File: config.mk
export PLATFORM = sky130hd
export DESIGN_NAME = scc_core
export DESIGN_NICKNAME = d
export VERILOG_FILES = /design/src/scc_pkg.sv /design/src/scc_decode.sv /design/src/scc_core.sv
export SDC_FILE = /design/constraint.sdc
export NUM_CORES = 1
export LEC_CHECK = 0
export BUFFER_PORTS_ARGS = -buffer_cell sky130_fd_sc_hd__buf_4
export CAP_MARGIN = 20
export CORE_MARGIN = 1
export CORE_UTILIZATION = 40
export DETAILED_ROUTE_END_ITERATION = 8
export PLACE_DENSITY = 0.8
export SETUP_SLACK_MARGIN = 0.1
export SYNTH_ARGS = -nofsm -noshare
export SYNTH_HDL_FRONTEND = slang
export SYNTH_SLANG_ARGS = --single-unit
File: constraint.sdc
create_clock -name core_clk_i -period 4.1 [get_ports core_clk_i]
set_input_delay 0.41 -clock core_clk_i [delete_from_list [all_inputs] [get_ports core_clk_i]]
set_output_delay 0.41 -clock core_clk_i [all_outputs]
set_load 0.005 [all_outputs]
File: src/scc_pkg.sv
package scc_pkg;

  // ****************************************
  // widths
  // ****************************************
  localparam int INSN_W = 12;
  localparam int PC_W = 11;
  localparam int DATA_W = 8;
  localparam int FADDR_W = 5;

  // ****************************************
  // opcode fields
  // ****************************************
  localparam logic [3:0] OPC_SKIP_SET = 4'h7;
  localparam logic [3:0] OPC_CALL = 4'h9;
  localparam logic [6:0] OPC_CLEAR_F = 7'h03;
  localparam int BIT_LSB = 5;
  localparam int STAT_PAGE_LSB = 5;
  localparam int STAT_ZERO_BIT = 2;
  localparam int OPC4_LSB = 8;
  localparam int OPC7_LSB = 5;
  localparam int BIT_W = 3;
  localparam int PAGE_W = 2;
  localparam int PC_ZERO_BIT = 8;
  localparam logic [PC_W-1:0] PC_STEP = 11'h001;
  localparam logic [DATA_W-1:0] ZERO_BYTE = 8'h00;
  localparam logic [INSN_W-1:0] NOP_WORD = 12'h000;

  // ****************************************
  // carriers
  // ****************************************
  typedef struct packed {
    logic valid;
    logic [INSN_W-1:0] word;
    logic [PC_W-1:0] pc;
  } scc_fetch_t;

  typedef struct packed {
    logic we;
    logic [FADDR_W-1:0] addr;
    logic [DATA_W-1:0] data;
  } scc_fwrite_t;

  typedef enum logic [2:0] {
    ST_EXEC = 3'h1,
    ST_FLUSH = 3'h2,
    ST_CALL2 = 3'h4
  } scc_state_t;

endpackage

File: src/scc_decode.sv
`timescale 1ns/1ps
module scc_decode (
  // instruction
  input wire logic [scc_pkg::INSN_W-1:0] insn_i,
  // decoded class and fields
  output logic is_skip_o,
  output logic is_call_o,
  output logic is_clear_o,
  output logic [2:0] bit_sel_o,
  output logic [scc_pkg::FADDR_W-1:0] faddr_o,
  output logic [scc_pkg::DATA_W-1:0] lit_o
);
  assign is_skip_o = insn_i[scc_pkg::INSN_W-1:scc_pkg::OPC4_LSB] == scc_pkg::OPC_SKIP_SET;
  assign is_call_o = insn_i[scc_pkg::INSN_W-1:scc_pkg::OPC4_LSB] == scc_pkg::OPC_CALL;
  assign is_clear_o = insn_i[scc_pkg::INSN_W-1:scc_pkg::OPC7_LSB] == scc_pkg::OPC_CLEAR_F;
  assign bit_sel_o = insn_i[scc_pkg::BIT_LSB +: scc_pkg::BIT_W];
  assign faddr_o = insn_i[scc_pkg::FADDR_W-1:0];
  assign lit_o = insn_i[scc_pkg::DATA_W-1:0];
endmodule

File: src/scc_core.sv
`timescale 1ns/1ps
module scc_core (
  // clock and reset
  input wire logic core_clk_i,
  input wire logic rst_i,
  // fetch side
  input wire scc_pkg::scc_fetch_t fetch_i,
  // register file read port and status
  input wire logic [scc_pkg::DATA_W-1:0] frd_data_i,
  input wire logic [scc_pkg::DATA_W-1:0] status_i,
  // register file read address
  output logic [scc_pkg::FADDR_W-1:0] frd_addr_o,
  // register file write
  output scc_pkg::scc_fwrite_t fwr_o,
  // status zero flag set
  output logic zero_set_o,
  // program counter load
  output logic pc_load_o,
  output logic [scc_pkg::PC_W-1:0] pc_target_o,
  // stack push
  output logic push_o,
  output logic [scc_pkg::PC_W-1:0] stack_top_o,
  // execution status
  output logic flush_o,
  output logic busy_o
);

  // ****************************************
  // decode
  // ****************************************
  logic is_skip;
  logic is_call;
  logic is_clear;
  logic [scc_pkg::BIT_W-1:0] bit_sel;
  logic [scc_pkg::FADDR_W-1:0] faddr;
  logic [scc_pkg::DATA_W-1:0] lit;
  scc_pkg::scc_state_t state;
  scc_pkg::scc_state_t next_state;

  // prefetched word in flush or call-second cycle runs as a nop
  wire exec_live = fetch_i.valid && (state == scc_pkg::ST_EXEC);
  wire [scc_pkg::INSN_W-1:0] live_word = exec_live ? fetch_i.word : scc_pkg::NOP_WORD;

  scc_decode u_dec (
    .insn_i(live_word),
    .is_skip_o(is_skip),
    .is_call_o(is_call),
    .is_clear_o(is_clear),
    .bit_sel_o(bit_sel),
    .faddr_o(faddr),
    .lit_o(lit)
  );

  // ****************************************
  // execute
  // ****************************************
  // register file read is combinational, same cycle as decode
  assign frd_addr_o = faddr;
  wire bit_is_set = frd_data_i[bit_sel];
  wire do_skip = is_skip && bit_is_set;
  wire do_call = is_call;
  wire do_clear = is_clear;
  wire [scc_pkg::PC_W-1:0] call_target =
    {status_i[scc_pkg::STAT_PAGE_LSB +: scc_pkg::PAGE_W], 1'b0, lit};
  wire [scc_pkg::PC_W-1:0] ret_addr = fetch_i.pc + scc_pkg::PC_STEP;

  always_comb
  begin
    next_state = scc_pkg::ST_EXEC;
    case (state)
      scc_pkg::ST_EXEC:
      begin
        if (do_skip)
          next_state = scc_pkg::ST_FLUSH;
        else if (do_call)
          next_state = scc_pkg::ST_CALL2;
      end
      scc_pkg::ST_FLUSH: next_state = scc_pkg::ST_EXEC;
      scc_pkg::ST_CALL2: next_state = scc_pkg::ST_EXEC;
      default: next_state = scc_pkg::ST_EXEC;
    endcase
  end

  always_ff @(posedge core_clk_i)
  begin
    if (rst_i)
      state <= scc_pkg::ST_EXEC;
    else
      state <= next_state;
  end

  // ****************************************
  // registered outputs
  // ****************************************
  always_ff @(posedge core_clk_i)
  begin
    if (rst_i)
    begin
      fwr_o <= '0;
      zero_set_o <= 1'b0;
      pc_load_o <= 1'b0;
      pc_target_o <= '0;
      push_o <= 1'b0;
      stack_top_o <= '0;
      flush_o <= 1'b0;
      busy_o <= 1'b0;
    end
    else
    begin
      fwr_o.we <= do_clear;
      fwr_o.addr <= faddr;
      fwr_o.data <= scc_pkg::ZERO_BYTE;
      zero_set_o <= do_clear;
      pc_load_o <= do_call;
      pc_target_o <= call_target;
      push_o <= do_call;
      stack_top_o <= ret_addr;
      flush_o <= do_skip || do_call;
      // from next_state so it stands during the inserted cycle itself
      busy_o <= next_state != scc_pkg::ST_EXEC;
    end
  end
endmodule

Word-level counts from Yosys, hierarchy flattened
Cells that the tools add are included.
Cells by class
  add/subtract/negate cells: 1
  multiply operators: 0
  div/mod/pow operators: 0
  order comparisons: 1
  eq/ne operators: 5
  shift-type cells: 0
  muxes and demuxes: 6
  bitwise gates (word level): 0
  reductions and logical operators: 3
Operators by type and width (count)
  $mux 12: 1
  $add 11x1->11 const B: 1
  $mux 3: 3
  $eq 7x2->1 const B: 1
  $eq 4x3->1 const B: 1
  $eq 4x4->1 const B: 1
  $lt 3x4->1 const B: 1
  $bmux 1 s3: 1
  $eq 3x1->1 const B: 1
  $ne 3x1->1 const B: 1
  $logic_and 1x1->1: 2
  $logic_or 1x1->1: 1
  $mux 1: 1
Word-level totals
  register bits after elaboration: 42
  bits in latches: 0
  RAM bits: 0
  bits in read-only memories: 0
  input bits: 42
  output and inout bits: 46
  logic and storage cells: 26
  memories: 0

Depth between registers and ports, before layout
  word-level depth: 9
  mapped depth: 4
  mapped depth without buffers: 4

Cells and area by module
From an unflattened synthesis, not the netlist that was laid out.
Second synthesis, totals
  cell total of the unflattened synthesis: 155
  area total of the unflattened synthesis: 1480.2 um^2
Modules (own cells, without submodules)
  scc_core: instances 1, cells an instance 133, area each 1318.8 um^2, seq. area each 660.6 um^2
  scc_decode: instances 1, cells an instance 22, area each 161.4 um^2, seq. area each 0.0 um^2

Worst setup path before layout
Ideal clock, no wire load.
  path kind: input port to flip-flop
  start: input port fetch_i[16] (netlist name)
  end: register state[0]
  setup time: 125 ps
  data arrival time: 1514 ps
  data required time: 3975 ps
  setup slack: 2460 ps
  cell stages on the path: 4
  buffers on the path: 1
  path through: buf_6 > mux2i_1 > mux4_2 > o41a_1
Between the ends
  longest elaborated chain between the ends: 6
Ends and longest elaborated chain
  from (decl): line scc_core.sv:7  | input wire scc_pkg::scc_fetch_t fetch_i,
  $mux 12: line scc_core.sv:42  | wire [scc_pkg::INSN_W-1:0] live_word = exec_live ? fetch_i.word : scc_pkg::NOP_WORD;
  $bmux 1 s3: line scc_core.sv:59  | wire bit_is_set = frd_data_i[bit_sel];
  $mux 1 (not written as such): line scc_core.sv:59
  $logic_and 1x1->1: line scc_core.sv:60  | wire do_skip = is_skip && bit_is_set;
  $mux 3: line scc_core.sv:73  | if (do_skip)
  $mux 3: line scc_core.sv:70  | case (state)
  to (signal assigned): line scc_core.sv:87  | state <= scc_pkg::ST_EXEC;
  to (signal assigned): line scc_core.sv:89  | state <= next_state;
  to (decl): line scc_core.sv:37  | scc_pkg::scc_state_t state;
No other way between the ends. The select of a mux whose other input is x is not followed.
A chain may end at the register's enable or synchronous reset.

Worst setup path after layout
  start: register state[2]
  end: output port frd_addr_o[0] (netlist name)
Between the ends
  longest elaborated chain between the ends: 3
Ends and longest elaborated chain
  $eq 3x1->1: line scc_core.sv:41  | wire exec_live = fetch_i.valid && (state == scc_pkg::ST_EXEC);
  $logic_and 1x1->1: line scc_core.sv:41
  $mux 12: line scc_core.sv:42
  to (decl): line scc_core.sv:12  | output logic [scc_pkg::FADDR_W-1:0] frd_addr_o,
No other way between the ends.

==> impl_metrics.ini <==
[finish]
nNetsFinal = 228
insertedDiodeCount = 0
final_util_pct = 60.84
stdcell_area_um2 = 1678
final-seq-area_um2 = 560.5
proportion_of_layout_cells_with_a_drive_suffix_above_1_pct = 42.93
fillers = 236
multiInputGateArea_um2 = 494.2
syn_to_final_growth_pct = 43.73

[critical_path]
critical_path_arrival_ns = 1.27
critPathLaunchType = flip-flop
r2r-end = zero_set_o
rr_worst_depth = 3
cp_max_fo = 8
worst_ep_required_time_ns = 3.69
path_class = flip-flop to output port
endpoint_kind = output port
worst-r2r-setup-slack_ns = 2.66
worstSetupEndpoint = frd_addr_o[0]
r2r-start = state[2]
crit_path_start = state[2]

[global_routing]
grt_start_max_net_pins = 16
antenna_found_initial = 0
grt_first_pass_wirelength_mm = 4.002
grt.overflow.total = 0
vias_in_the_first_global_route = 949
grt.total_usage_pct = 15.77

[drt]
via_count = 1046
drc_errors = 0
wire_per_inst_um = 11.86
initialDrtViolationCount = 20
drt_pre_antenna_iters = 4
finalWirelength_mm = 2.549
postRouteAntennaNets = 0
vias_per_cell = 4.865

[timing]
timing.clock.skew_ns = 0.0009209
finalSetupViolations = 0
finalCritPeriodShare_pct = 40.98
finalCriticalPeriod_ns = 1.680
max_clock_freq_ghz = 0.5952
final-hold-violation-count = 0
setup_tns_ns = 0
report.final.slew_viol_count = 0
grt_setup_unrepaired = false

[place]
gp_routability_congestion = 0.8183
port-buffer-count = 72
detailed_place.area_um2 = 1642
post-dp-hpwl_mm = 2.023

[clock_tree]
cts_hold_buffers = 0
cts_num_sinks = 28
clk_transition_reported_paths_ns = 0.15
postCtsResizedCells = 0
cts_inserted_buffers = 3
tritoncts_clock_tree = done
clk-insertion-delay-late_ns = 0.32
cts_setup_buffers = 0
cts_htree_levels = 1
ctsRootBufferMaster = clkbuf_4
max_buffers_root_to_sink = 2

[power_and_ir_drop]
report.power.total_uw = 510.1
power.density_cell_area_nw_per_um2 = 304.0
worst_ir_drop_on_vdd_uv = 277.8
p_leak_nw = 0.8125

[outcome]
outcome = complete, no violations

[floorplanning]
die_w_um = 56.02
start_util_pct = 42.33
floorplan.io_pins = 88
placeableCoreArea_um2 = 2758
die_y_um = 56.02
fp.dieArea_um2 = 3138
std_cell_rows = 19

[flow_run]
max_cap_violations = 0

[synthesis]
distinct_cells_synth = 29
synth_cells = 118
synth.cell_area_um2 = 1167
synth_sequential_area_ratio_pct = 48.02
yosysWarnings = 0
synth_area_per_cell_um2 = 9.893
yosys.area.top_type_share_pct = 48.02
ys_seq_elements = 28
synthTopCellsByArea = dfxtp_1 (48%), buf_4 (10%), and2_1 (6.4%), mux2i_1 (3.4%), nor2b_1 (2.7%)
post-synth-top-area-cell = dfxtp_1

[worst_hold_path]
timing.hold.worst.class = primary input to flip-flop
layout by cell type, fill, tap and decap left out:
cell      instances
a21oi_1           6
and2_1           12
and2_2            1
and4_1            1
and4bb_2          1
buf_4            72
clkbuf_4          3
clkbuf_8          1
conb_1            9
dfxtp_1          28
ha_1              1
inv_1             2
mux2i_1           4
mux4_2            1
nand2_1           5
nand3_1           5
nand4_1           2
nor2_1            5
nor2b_1           5
nor4_1            1
nor4b_1           1
o21ai_0           4
o31ai_1           2
o41a_1            1
o41ai_1           2
or3_1             4
or4_1             2
xnor2_1           1
xor2_1            2
cells in the mapped netlist:
master / instances
o21ai_0: 4
buf_4: 16
nor4b_1: 1
o41a_1: 1
conb_1: 1
and4bb_2: 1
and2_2: 1
a21oi_1: 6
mux4_2: 1
ha_1: 1
xnor2_1: 1
o41ai_1: 2
or3_1: 4
buf_6: 1
and2_1: 12
nand2_1: 5
o31ai_1: 2
and4_1: 1
inv_1: 2
or4_1: 2
nor4_1: 1
nand4_1: 2
nor2b_1: 5
clkbuf_1: 1
nand3_1: 5
mux2i_1: 4
dfxtp_1: 28
xor2_1: 2
nor2_1: 5
worst max-delay path, cell delays in order (launching register included):
cell and delay [ns]:
dfxtp_1 0.33, and4bb_2 0.37, and2_1 0.15, buf_4 0.10
layer usage:
metal  global-route usage [%]  wire length [µm]
met1                    17.76              1013
met2                    28.23              1355
met3                    3.023               160
met4                    7.666                19
met5                        0                 0
sequential cells by signal, indices dropped and copies added (netlist names):
name and count:
fwr_o 4, flush_o 1, stack_top_o 11, pc_target_o 6
busy_o 1, state 3, push_o 1, zero_set_o 1
logic make-up (layout without fill, tap and decap cells):
family                   Yosys count  after routing  synth area share (%)
flip-flops                        28             28                 48.02
multiplexers                       5              5                 5.359
adder cells (fa/ha/maj)            1              1                 1.072
other                              1              9                0.3212
XOR/XNOR                           3              3                 2.251
AND/OR/NAND/NOR                   45             45                 22.72
buffers and inverters             20             78                 12.22
AO/OA/AOI/OAI                     15             15                 8.039
metrics by stage:
stage / instances / hold WS, ns / setup WS [ns]
6_report: 215 / 0.2551 / 2.420
5_1_grt: 215 / 0.2368 / 2.356
4_1_cts: 215 / 0.2426 / 2.421
3_5_place_dp: 211 / 0.5976 / 2.380
3_3_place_gp: 211 / 0.5989 / 2.390
2_1_floorplan: 126 / 0.4816 / 2.460
cell type report:
type | instances | share of cell area, %
flip-flops and latches | 28 | 33.41
inverters | 2 | 0.4474
well taps | 31 | 2.312
repair buffers | 72 | 32.21
multi-input cells | 78 | 29.46
clock buffers | 4 | 2.163
how the worst min path moves through the flow:
stage	end	slack (ns)	depth (start not counted)	startpoint
2_1_floorplan	pc_target_o[10]	0.48	1	rst_i
3_3_place_gp	stack_top_o[0]	0.60	2	fetch_i[0]
3_5_place_dp	stack_top_o[0]	0.60	2	fetch_i[0]
4_1_cts	stack_top_o[0]	0.24	2	fetch_i[0]
5_1_grt	stack_top_o[0]	0.24	2	fetch_i[0]
6_report	stack_top_o[0]	0.26	2	fetch_i[0]
where the power goes:
part,total [mW],switching [mW],internal [mW]
Sequential,0.288,0.00350,0.284
Clock,0.131,0.0767,0.0542
Combinational,0.0916,0.0371,0.0545
No activity file was read; power rests on OpenSTA's default activity.
